<file path="src/logic/sic_pkg.sv">
// Purpose: shared constants and types for the software interrupt clear block
// Assumes: 8-bit interrupt registers mapped on a 32-bit Avalon-MM word bus
// Notes:   register indices are kept as printed; byte address is four times index
package sic_pkg;

    // ****************************************
    // register map
    // ****************************************
    localparam logic [7:0] SIC_IDX_RAW   = 8'hfb;  // raw status, read only
    localparam logic [7:0] SIC_IDX_STAT  = 8'hfc;  // masked status, read only
    localparam logic [7:0] SIC_IDX_MASK  = 8'hfd;  // enable mask, read/write
    localparam logic [7:0] SIC_IDX_ACK   = 8'hff;  // interrupt_acknowledge, write only
    localparam int         SIC_ADDR_W    = 10;     // byte address width

    // ****************************************
    // field layout
    // ****************************************
    localparam int         SIC_BIT_ARXC  = 5;      // antenna_rx_complete
    localparam int         SIC_BIT_ATXC  = 4;      // antenna_tx_complete
    localparam int         SIC_BIT_ARXT  = 3;      // antenna_rx_timeout
    localparam int         SIC_BIT_TERR  = 1;      // tuner_xfer_error
    localparam int         SIC_BIT_TDONE = 0;      // tuner_xfer_done
    localparam logic [7:0] SIC_IMPL_MASK = 8'h3b;  // implemented source bits
    localparam logic [7:0] SIC_RST_VAL   = 8'h00;  // reset value of all registers

    // five event sources as a packed group
    typedef struct packed {
        logic antennaRxComplete;
        logic antennaTxComplete;
        logic antennaRxTimeout;
        logic tunerXferError;
        logic tunerXferDone;
    } sic_events_t;

    // avalon slave request bundle
    typedef struct packed {
        logic [SIC_ADDR_W-1:0] address;
        logic                  read;
        logic                  write;
        logic [3:0]            byteenable;
        logic [31:0]           writedata;
    } sic_req_t;

endpackage

</file>
<file path="src/logic/sic_interrupt_clear.sv">
// Purpose: interrupt status, mask and write-one-to-clear acknowledge logic
// Assumes: event pulses and bus signals are synchronous to clk_sys
// Notes:   writes take no wait state, reads one so that read data leaves a flip-flop;
//          unmapped and acknowledge reads return zero
//
// Summary of operation
// - writing a one to a source bit of the acknowledge register clears that raw status bit.
// - clearing a raw bit also clears its masked status bit and its interrupt contribution.
// - acknowledge bits are never stored, acting as one-cycle clear pulses that read back zero.
// - the interrupt request falls once no unmasked source is pending.
// - acknowledge bit 5 clears the antenna receive-complete event.
// - acknowledge bit 4 clears the antenna transmit-complete event.
// - acknowledge bit 3 clears the antenna receive-timeout event.
// - acknowledge bit 1 clears the tuner transaction-error event.
// - acknowledge bit 0 clears the tuner transaction-done event.
// - acknowledge bits 7, 6 and 2 are reserved and writes to them do nothing.
// - a masked source still sets its raw bit but not its status bit nor the request.
// - every mask bit resets to zero, disabling its source, and a one enables it.
// - the receive-timeout event is raised by the antenna logic after its timeout period.
// - the tuner raises error on no response or a refused acknowledge, otherwise done.
//
// The Avalon-MM slave port is this design's own decision.
module sic_interrupt_clear
(
    input  wire logic                      clk_sys,
    input  wire logic                      reset,
    input  wire sic_pkg::sic_events_t      events,
    input  wire sic_pkg::sic_req_t         avsReq,
    output logic      [31:0]               avsReaddata,
    output logic                           avsWaitrequest,
    output logic                           irqOut
);

    // ****************************************
    // decode helpers
    // ****************************************

    // word index match, used for every register
    function automatic logic hitIndex
    (
        input logic [sic_pkg::SIC_ADDR_W-1:0] addr,
        input logic [7:0]                     idx
    );
        hitIndex = (addr[sic_pkg::SIC_ADDR_W-1:2] == idx) && (addr[1:0] == 2'h0);
    endfunction

    // ****************************************
    // storage
    // ****************************************
    logic [7:0] rawReg;
    logic [7:0] rawNext;
    logic [7:0] maskReg;
    logic [7:0] eventBits;
    logic [7:0] ackPulse;
    logic [7:0] statusBits;
    logic       lowLane;
    logic       writeAck;
    logic       writeMask;
    logic       rdPhaseReg;
    logic [7:0] rdSelect;

    // reads stall one cycle while the word is loaded into the read flip-flops;
    // writes never wait, since nothing has to be fetched before they land
    assign avsWaitrequest = avsReq.read && !rdPhaseReg;

    assign lowLane   = avsReq.byteenable[0];
    assign writeAck  = avsReq.write && lowLane && hitIndex(avsReq.address, sic_pkg::SIC_IDX_ACK);
    assign writeMask = avsReq.write && lowLane && hitIndex(avsReq.address, sic_pkg::SIC_IDX_MASK);

    // place the event pulses at their documented positions, reserved lanes stay zero
    always_comb
    begin
        eventBits                          = 8'h00;
        eventBits[sic_pkg::SIC_BIT_ARXC]   = events.antennaRxComplete;
        eventBits[sic_pkg::SIC_BIT_ATXC]   = events.antennaTxComplete;
        eventBits[sic_pkg::SIC_BIT_ARXT]   = events.antennaRxTimeout;
        eventBits[sic_pkg::SIC_BIT_TERR]   = events.tunerXferError;
        eventBits[sic_pkg::SIC_BIT_TDONE]  = events.tunerXferDone;
    end

    // acknowledge is a combinational pulse only; nothing holds it, so it is zero next cycle
    // reserved bits are stripped by the implemented-bit mask
    assign ackPulse = writeAck ? (avsReq.writedata[7:0] & sic_pkg::SIC_IMPL_MASK)
                               : 8'h00;

    // ****************************************
    // raw status: set wins over clear
    // ****************************************
    always_comb
    begin
        rawNext = ((rawReg & ~ackPulse) | eventBits) & sic_pkg::SIC_IMPL_MASK;
    end

    always_ff @(posedge clk_sys)
    begin
        if (reset)
            rawReg <= sic_pkg::SIC_RST_VAL;
        else
            rawReg <= rawNext;
    end

    // ****************************************
    // mask register
    // ****************************************
    always_ff @(posedge clk_sys)
    begin
        if (reset)
            maskReg <= sic_pkg::SIC_RST_VAL;
        else if (writeMask)
            maskReg <= avsReq.writedata[7:0] & sic_pkg::SIC_IMPL_MASK;
    end

    // masked status follows raw, so clearing raw clears status in the same edge
    assign statusBits = rawReg & maskReg;

    // ****************************************
    // interrupt request
    // ****************************************
    // registered from rawNext so the pin is glitch free; moves with status, one cycle late only after a mask write
    always_ff @(posedge clk_sys)
    begin
        if (reset)
            irqOut <= 1'b0;
        else
            irqOut <= |(rawNext & maskReg);
    end

    // ****************************************
    // read data
    // ****************************************
    // select the addressed register; acknowledge and unmapped words give zero
    always_comb
    begin
        rdSelect = 8'h00;
        if (hitIndex(avsReq.address, sic_pkg::SIC_IDX_RAW))
            rdSelect = rawReg;
        else if (hitIndex(avsReq.address, sic_pkg::SIC_IDX_STAT))
            rdSelect = statusBits;
        else if (hitIndex(avsReq.address, sic_pkg::SIC_IDX_MASK))
            rdSelect = maskReg;
        // acknowledge reads as zero: its bits are never stored
    end

    // first read cycle loads the word and stalls, the second one releases it
    always_ff @(posedge clk_sys)
    begin
        if (reset)
            rdPhaseReg <= 1'b0;
        else
            rdPhaseReg <= avsReq.read && !rdPhaseReg;
    end

    // the loaded word stands through the accepting edge and drops to zero after;
    // costs one cycle per read but keeps the bus data free of decode glitches
    always_ff @(posedge clk_sys)
    begin
        if (reset)
            avsReaddata <= 32'h0000_0000;
        else if (avsReq.read && !rdPhaseReg)
            avsReaddata <= {24'h00_0000, rdSelect};
        else if (!avsReq.read)
            avsReaddata <= 32'h0000_0000;
    end

    // ****************************************
    // checks
    // ****************************************
    ack_clears_raw_a: assert property (@(posedge clk_sys) disable iff (reset)
        (writeAck && avsReq.writedata[sic_pkg::SIC_BIT_TERR] && !eventBits[sic_pkg::SIC_BIT_TERR])
        |=> !rawReg[sic_pkg::SIC_BIT_TERR])
        else $error("acknowledge did not clear raw bit");

    status_follows_raw_a: assert property (@(posedge clk_sys) disable iff (reset)
        $fell(rawReg[sic_pkg::SIC_BIT_ARXC]) |-> !statusBits[sic_pkg::SIC_BIT_ARXC])
        else $error("status bit outlived raw bit");

    ack_reads_zero_a: assert property (@(posedge clk_sys) disable iff (reset)
        (avsReq.read && !avsWaitrequest && hitIndex(avsReq.address, sic_pkg::SIC_IDX_ACK))
        |-> avsReaddata == 32'h0)
        else $error("acknowledge register read non-zero");

    irq_tracks_pending_a: assert property (@(posedge clk_sys) disable iff (reset)
        ##1 (irqOut == |$past(rawNext & maskReg)))
        else $error("interrupt request disagrees with pending sources");

    timeout_bit_pos_a: assert property (@(posedge clk_sys) disable iff (reset)
        events.antennaRxTimeout |=> rawReg[3])
        else $error("receive timeout not at bit 3");

    done_bit_pos_a: assert property (@(posedge clk_sys) disable iff (reset)
        events.tunerXferDone |=> rawReg[0])
        else $error("transfer done not at bit 0");

    reserved_quiet_a: assert property (@(posedge clk_sys) disable iff (reset)
        1'b1 |-> (rawReg[7:6] == 2'h0) && !rawReg[2] && (maskReg & ~sic_pkg::SIC_IMPL_MASK) == 8'h0)
        else $error("reserved bit became set");

    masked_no_irq_a: assert property (@(posedge clk_sys) disable iff (reset)
        (maskReg == 8'h00) [*2] |-> !irqOut)
        else $error("masked source raised interrupt");

    set_beats_clear_a: assert property (@(posedge clk_sys) disable iff (reset)
        (ackPulse[sic_pkg::SIC_BIT_ATXC] && events.antennaTxComplete)
        |=> rawReg[sic_pkg::SIC_BIT_ATXC])
        else $error("event lost to simultaneous clear");

    mask_reset_a: assert property (@(posedge clk_sys)
        reset |=> maskReg == 8'h00)
        else $error("mask not zero after reset");

    // ****************************************
    // bit positions of the remaining sources
    // ****************************************
    rx_complete_pos_a: assert property (@(posedge clk_sys) disable iff (reset)
        events.antennaRxComplete |=> rawReg[5])
        else $error("receive complete not at bit 5");

    tx_complete_pos_a: assert property (@(posedge clk_sys) disable iff (reset)
        events.antennaTxComplete |=> rawReg[4])
        else $error("transmit complete not at bit 4");

    error_bit_pos_a: assert property (@(posedge clk_sys) disable iff (reset)
        events.tunerXferError |=> rawReg[1])
        else $error("transfer error not at bit 1");

    // ****************************************
    // acknowledge pulse behaviour
    // ****************************************
    // a pulse outside a write would clear sources nobody acknowledged
    ack_is_pulse_a: assert property (@(posedge clk_sys) disable iff (reset)
        !writeAck |-> ackPulse == 8'h00)
        else $error("acknowledge pulse without a write");

    ack_reserved_a: assert property (@(posedge clk_sys) disable iff (reset)
        (ackPulse & ~sic_pkg::SIC_IMPL_MASK) == 8'h00)
        else $error("reserved acknowledge bit reached the sources");

    // without event or acknowledge the raw word must not drift
    raw_holds_a: assert property (@(posedge clk_sys) disable iff (reset)
        (ackPulse == 8'h00 && eventBits == 8'h00) |=> $stable(rawReg))
        else $error("raw status changed without cause");

    // ****************************************
    // mask and interrupt request
    // ****************************************
    mask_write_a: assert property (@(posedge clk_sys) disable iff (reset)
        writeMask |=> maskReg == $past(avsReq.writedata[7:0] & sic_pkg::SIC_IMPL_MASK))
        else $error("mask write did not land");

    mask_holds_a: assert property (@(posedge clk_sys) disable iff (reset)
        !writeMask |=> $stable(maskReg))
        else $error("mask changed without a write");

    // a masked event must still be recorded, but only in the raw word
    masked_raw_sets_a: assert property (@(posedge clk_sys) disable iff (reset)
        (eventBits[sic_pkg::SIC_BIT_ARXC] && !maskReg[sic_pkg::SIC_BIT_ARXC] && !writeMask)
        |=> rawReg[sic_pkg::SIC_BIT_ARXC] && !statusBits[sic_pkg::SIC_BIT_ARXC])
        else $error("masked event handled wrongly");

    irq_falls_a: assert property (@(posedge clk_sys) disable iff (reset)
        (statusBits == 8'h00 && (eventBits & maskReg) == 8'h00) |=> !irqOut)
        else $error("interrupt request stayed with nothing pending");

    irq_rises_a: assert property (@(posedge clk_sys) disable iff (reset)
        (|(rawNext & maskReg)) |=> irqOut)
        else $error("interrupt request missing for pending source");

    irq_reset_a: assert property (@(posedge clk_sys)
        reset |=> !irqOut)
        else $error("interrupt request high after reset");

    // ****************************************
    // register bus
    // ****************************************
    // a read stalls exactly once, a write never
    rd_wait_once_a: assert property (@(posedge clk_sys) disable iff (reset)
        (avsReq.read && avsWaitrequest) |=> !avsWaitrequest)
        else $error("read stalled more than one cycle");

    wr_no_wait_a: assert property (@(posedge clk_sys) disable iff (reset)
        avsReq.write |-> !avsWaitrequest)
        else $error("write was stalled");

    // the word handed over is the one loaded at the stalling edge
    raw_readback_a: assert property (@(posedge clk_sys) disable iff (reset)
        (avsReq.read && !avsWaitrequest && hitIndex(avsReq.address, sic_pkg::SIC_IDX_RAW))
        |-> avsReaddata == {24'h00_0000, $past(rawReg)})
        else $error("raw status read back wrong");

    stat_readback_a: assert property (@(posedge clk_sys) disable iff (reset)
        (avsReq.read && !avsWaitrequest && hitIndex(avsReq.address, sic_pkg::SIC_IDX_STAT))
        |-> avsReaddata == {24'h00_0000, $past(statusBits)})
        else $error("status read back wrong");

    mask_readback_a: assert property (@(posedge clk_sys) disable iff (reset)
        (avsReq.read && !avsWaitrequest && hitIndex(avsReq.address, sic_pkg::SIC_IDX_MASK))
        |-> avsReaddata == {24'h00_0000, $past(maskReg)})
        else $error("mask read back wrong");

    // read data must not linger once the master lets go
    rd_idle_zero_a: assert property (@(posedge clk_sys) disable iff (reset)
        !avsReq.read |=> avsReaddata == 32'h0)
        else $error("read data lingered after the read");

    // ****************************************
    // per-bit checks
    // ****************************************
    // live bits must follow set-wins-over-clear, reserved bits must stay zero
    generate
        for (genvar g = 0; g < 8; g++)
        begin : gBit
            if (sic_pkg::SIC_IMPL_MASK[g])
            begin : gLive
                src_set_a: assert property (@(posedge clk_sys) disable iff (reset)
                    eventBits[g] |=> rawReg[g])
                    else $error("event did not set its raw bit");

                src_clear_a: assert property (@(posedge clk_sys) disable iff (reset)
                    (ackPulse[g] && !eventBits[g]) |=> !rawReg[g])
                    else $error("acknowledge did not clear its raw bit");

                src_status_a: assert property (@(posedge clk_sys) disable iff (reset)
                    !rawReg[g] |-> !statusBits[g])
                    else $error("status bit set without raw bit");
            end
            else
            begin : gResv
                resv_zero_a: assert property (@(posedge clk_sys) disable iff (reset)
                    !rawReg[g] && !maskReg[g] && !statusBits[g])
                    else $error("reserved bit became set");
            end
        end
    endgenerate

endmodule

</file>
<file path="config.mk">
export PLATFORM = sky130hd
export DESIGN_NAME = sic_interrupt_clear
export DESIGN_NICKNAME = d
export VERILOG_FILES = /design/src/logic/sic_pkg.sv /design/src/logic/sic_interrupt_clear.sv
export SDC_FILE = /design/constraint.sdc
export NUM_CORES = 1
export LEC_CHECK = 0
export BUFFER_PORTS_ARGS = -buffer_cell sky130_fd_sc_hd__buf_2
export CAP_MARGIN = 20
export CORE_MARGIN = 5
export CORE_UTILIZATION = 30
export CTS_BUF_LIST = sky130_fd_sc_hd__clkbuf_4 sky130_fd_sc_hd__clkbuf_8
export CTS_CLUSTER_SIZE = 14
export DETAILED_ROUTE_END_ITERATION = 6
export PLACE_DENSITY = 0.7
export SLEW_MARGIN = 20
export SYNTH_ARGS = -nofsm -noshare
export SYNTH_HDL_FRONTEND = slang
export SYNTH_SLANG_ARGS = --single-unit
</file>
<file path="constraint.sdc">
create_clock -name clk_sys -period 3.4 [get_ports clk_sys]
set_clock_uncertainty 0.15 [all_clocks]
set_input_delay 0.17 -clock clk_sys [delete_from_list [all_inputs] [get_ports clk_sys]]
set_output_delay 0.17 -clock clk_sys [all_outputs]
set_load 0.02 [all_outputs]
</file>
# --- Word level (Yosys, flattened, before mapping) ---
# Cells that the tools add are included.
totals:
  regBits: 20
  input_bits: 55
  output_inout_bits: 34
  wordCells: 32
classes:
  n_eq_ne: 5
  muxes: 6
  bitwise_logic: 5
  reduce_logical: 11
op_table:
  columns: ["op", "count"]
  rows:
  - ["$eq A8 B8 Y1 const B", 4]
  - ["$mux W8", 4]
  - ["$and A6 B6 Y6", 3]
  - ["$mux W6", 2]
  - ["$logic_and A1 B1 Y1", 8]
  - ["$reduce_or A8 Y1", 1]
  - ["$not A6 Y6", 1]
  - ["$or A6 B6 Y6", 1]
  - ["$logic_not A2 Y1", 1]
  - ["$ne A2 B1 Y1 const B", 1]
  - ["$logic_not A1 Y1", 1]

# --- Longest topological paths before layout ---
depth:
  depth_word: 9
  depth_mapped: 5
  depth_no_buf: 4

# --- Worst setup path after synthesis ---
# OpenSTA, ideal clock, no wires.
synth_path:
  kind: "register to register"
  from: "register rdPhaseReg"
  to: "register avsReaddata[0]"
  setup_ps: 71
  t_arrival_ps: 1194
  required_ps: 3179
  slack_ps: 1985
  stages_incl_launch_ff: 5
  path_buffers: 0
  synth_period_minus_slack_ps: 1415
  path_cell_list: "dfxtp_1 > and2b_1 > nand3_1 > a211o_1 > a21oi_1"
synth_between:
  elab_chain_len: 3
  elab_cells_between_ends: 4
  classes_between: "eq/ne (1); mux (1); reduce/logical (2)"
synth_rtl:
  columns: ["item", "line", "rtl"]
  rows:
  - ["start: declaration", "sic_interrupt_clear.sv:59", "logic rdPhaseReg;"]
  - ["start signal: assignment", "sic_interrupt_clear.sv:150", "rdPhaseReg <= avsReq.read && !rdPhaseReg;"]
  - ["$logic_not A1 Y1 (*)", null, null]
  - ["$logic_and A1 B1 Y1 (*)", null, null]
  - ["named net avsWaitrequest", "sic_interrupt_clear.sv:30", "output logic avsWaitrequest,"]
  - ["$ne A2 B1 Y1 (no line) / $mux W8 (equally long branches)", null, null]
  - ["end signal: assignment", "sic_interrupt_clear.sv:160", "avsReaddata <= {24'h00_0000, rdSelect};"]
  - ["end: declaration", "sic_interrupt_clear.sv:29", "output logic [31:0] avsReaddata,"]
# Mark *: on every way through the listed nets, which the timed path passes. The rest lies on a longest branch.
# A chain may end at the register's enable or synchronous reset.

# --- Final worst setup path ---
layout_path:
  from: "register rdPhaseReg"
  to: "output port avsWaitrequest"
layout_between:
  elab_chain_len: 2
layout_rtl:
  columns: ["item", "line", "rtl"]
  rows:
  - ["$logic_not A1 Y1", "sic_interrupt_clear.sv:64", "assign avsWaitrequest = avsReq.read && !rdPhaseReg;"]
  - ["$logic_and A1 B1 Y1", "sic_interrupt_clear.sv:64", null]
  - ["end: declaration", "sic_interrupt_clear.sv:30", null]
# No other way between the ends.

==> metrics.md <==
| Metric | Value |
|---|---|
| GR Util met1 | 9.15% |
| Final Setup Violations | 0 |
| PwrDens | 312 nW/um2 |
| Startpoint Class | flip-flop |
| Final Slew Violations | 0 |
| Fmax | 0.701 GHz |
| Fin. Hold Viols | 1 |
| Initial Util | 31.7% |
| Met2 GRT Util | 15.3% |
| Leakage | 0.635 nW |
| Syn_area_per_cell | 8.80 um2 |
| Initial antenna violation count | 0 |
| Root Buffer | clkbuf_4 |
| Drt pass-1 iters | 4 |
| Worst-skew pair later-pin latency | 0.29 ns |
| Clock Sink Count | 17 |
| Drt total wl | 2200 um |
| Final hold slack | -0.00571 ns |
| Failing checks | hold timing |
| Post-CTS sizing | 0 |
| Data arrival, critical path | 1.11 ns |
| CP endpoint kind | output pin |
| WL/cell | 10.7 um |
| Pwr Total | 0.391 mW |
| IO Pins | 89 |
| VDD IR max | 0.146 mV |
| Slew @ Worst Pin | 0.573 ns |
| Clock buffer depth | 2 |
| Die area | 4870 um2 |
| Clk network pwr share | 27.3% |
| Top cell types by occurrence after synthesis | buf_4 (28), dfxtp_1 (17), nor2_1 (11) |
| Diodes inserted | 0 |
| Area contributors post-synth | dfxtp_1 (32%), buf_4 (20%), mux2i_1 (4.7%) |
| GRT overflow | 0 |
| Period utilisation layout | 41.9% |
| Hold Crit Class | input port to flip-flop |
| Pre-CTS WS | 1.64 ns |
| Synth Warn # | 0 |
| TNS Setup | 0 ns |
| Number of synthesized flops with an enable pin | 0 |
| Met3 Use GR | 3.77% |
| CTS tree | yes |
| First-pass GRT wire length | 3420 um |
| P_int | 0.273 mW |
| Dpl cell area | 1160 um2 |
| Layout cells sized above 1 | 27.0% |
| Max Cap Viol | 0 |
| Final core occ | 37.0% |
| Top_reg_cell synth | dfxtp_1 |
| Largest net degree at the start of global routing | 17 |
| Cells after synthesis | 122 |
| Post-CTS Setup Repair Bufs | 0 |
| Placed cells | 195 |
| # fillers | 376 |
| Critical path required time | 3.08 ns |
| Antenna Nets Post-Route | 0 |
| Post-route worst setup slack | 1.97 ns |
| Net Switching | 0.118 mW |
| Distinct cells, synth | 31 |
| Die Ht | 69.8 um |
| Status | finished, violations left |
| Vias in the first global route | 804 |
| RSZ-0062 raised after global routing | false |
| # rows | 21 |
| #FFs+latches synth | 17 |
| PortBufs | 31 |
| Final nets | 215 |
| Residual DRC | 0 |
| WS Path Type | flip-flop to output pin |
| Worst Path Max Fanout | 6 |
| Post-synthesis cell type with the largest combined area | dfxtp_1 |
| Die width | 69.8 um |
| RePlAce Congestion | 0.748 |
| Most frequent cell after synthesis | buf_4 |
| DR iter-0 viols | 22 |
| Core area | 3390 um2 |
| Busiest grt layer | met2 |
| GRT Total Usage | 8.45% |
| Logic gate share of total power | 19.8% |
| Vias per cell | 4.28 |
| Netlist area before placement | 1070 um2 |
| Sw Share | 30.1% |
| H-tree depth | 1 |
| CTS buffer count | 3 |
| Dpl hpwl | 1880 um |
| Clock-pin slew on the worst setup and hold paths | 0.10 ns |
| Non-filler cells, final | 205 |
| FFs w/ async S/R, synth | 0% |
| Period minus WS final | 1.43 ns |
| Slew margin rel. | 61.7% |
| P&R area growth vs syn | 16.7% |
| Sequential share of power | 52.9% |
| Yosys top cell area share | 31.7% |
| Sequential area share after synthesis | 31.7% |
| Via count | 877 |
| Design area | 1250 um2 |
==> kinds of logic (layout without fill, tap and decap cells) <==
| kind of cell | after synthesis | after routing | share of synthesized area [%] |
|---|---|---|---|
| mux | 5 | 5 | 4.66 |
| buf+inv | 38 | 49 | 23.2 |
| other cells | 1 | 27 | 0.349 |
| compound gates | 27 | 27 | 18.3 |
| simple gates | 34 | 34 | 21.8 |
| flops | 17 | 17 | 31.7 |
==> routing by layer <==
metal / share of wire, % / vias to the layer above / routed length, um
li1: - / 451 / -
met3: 9.7 / 2 / 214
met2: 49 / 33 / 1080
met1: 41 / 391 / 897
met4: 0.36 / 0 / 8
met5: 0 / - / 0
==> layout make-up <==
| class | count | area (um2) | area share (%) |
|---|---|---|---|
| clock buffers | 3 | 22.5 | 1.80 |
| clock inverters | 1 | 5.00 | 0.400 |
| inverters | 8 | 30.0 | 2.40 |
| multi-input cells | 93 | 582 | 46.5 |
| flip-flops and latches | 17 | 340 | 27.2 |
| well taps | 46 | 57.6 | 4.60 |
| repair buffers | 37 | 215 | 17.2 |
==> power by group through the flow <==
stage / combinational [mW] / clock (mW) / sequential, mW
2_1_floorplan: 0.0737 / 0 / 0.211
3_3_place_gp: 0.0709 / 0 / 0.212
4_1_cts: 0.0771 / 0.111 / 0.207
5_1_grt: 0.0848 / 0.122 / 0.208
3_5_place_dp: 0.0718 / 0 / 0.212
6_report: 0.0775 / 0.107 / 0.207
==> flip-flops by register name (all words and copies together) (netlist names) <==
register and flops:
rawReg 5, rdPhaseReg 1, irqOut 1, avsReaddata 5
maskReg 5
==> timing repair <==
item / CTS / global route
endpoints found under the hold margin: 6 / 0
hold buffers: 6 / 0
setup endpoints to repair: 0 / 0
==> placed cells by master, fill, tap and decap left out <==
cell type and count:
and4_2 1, dfxtp_1 17, and3b_1 1, a211o_1 4, buf_2 31, and3_2 2
nor2_1 11, o211ai_1 2, a21oi_1 9, nand4_4 2, o21bai_1 2, conb_1 27
nand3_1 6, nand2_1 1, clkbuf_4 3, mux2i_1 5, o21a_1 1, a22oi_1 1
nand4_1 1, or2b_1 1, and2b_1 1, nand4b_2 1, a41oi_1 3, and4bb_1 1
and4_1 1, dlygate4sd3_1 6, inv_1 8, o31a_2 2, a21o_1 1, clkinv_2 1
o311ai_0 2, nor2b_1 4
==> worst paths after layout <==
path / to / slack [ns] / cells after the start / from
min reg2reg: avsReaddata[3]$_SDFFE_PP0P_ / 0.32 / 2 / avsReaddata[3]$_SDFFE_PP0P_
min: maskReg[0]$_SDFFE_PP0P_ / -0.006 / 3 / avsReq[0]
max reg2reg: avsReaddata[0]$_SDFFE_PP0P_ / 1.99 / 4 / rdPhaseReg$_SDFF_PP0_
max: avsWaitrequest / 1.97 / 2 / rdPhaseReg$_SDFF_PP0_
==> worst max-delay path, stage by stage (launching register included) <==
cell and delay [ns]:
dfxtp_1 0.42, and2b_1 0.24, buf_2 0.17
Note: power is estimated with default switching activity, not from simulation.
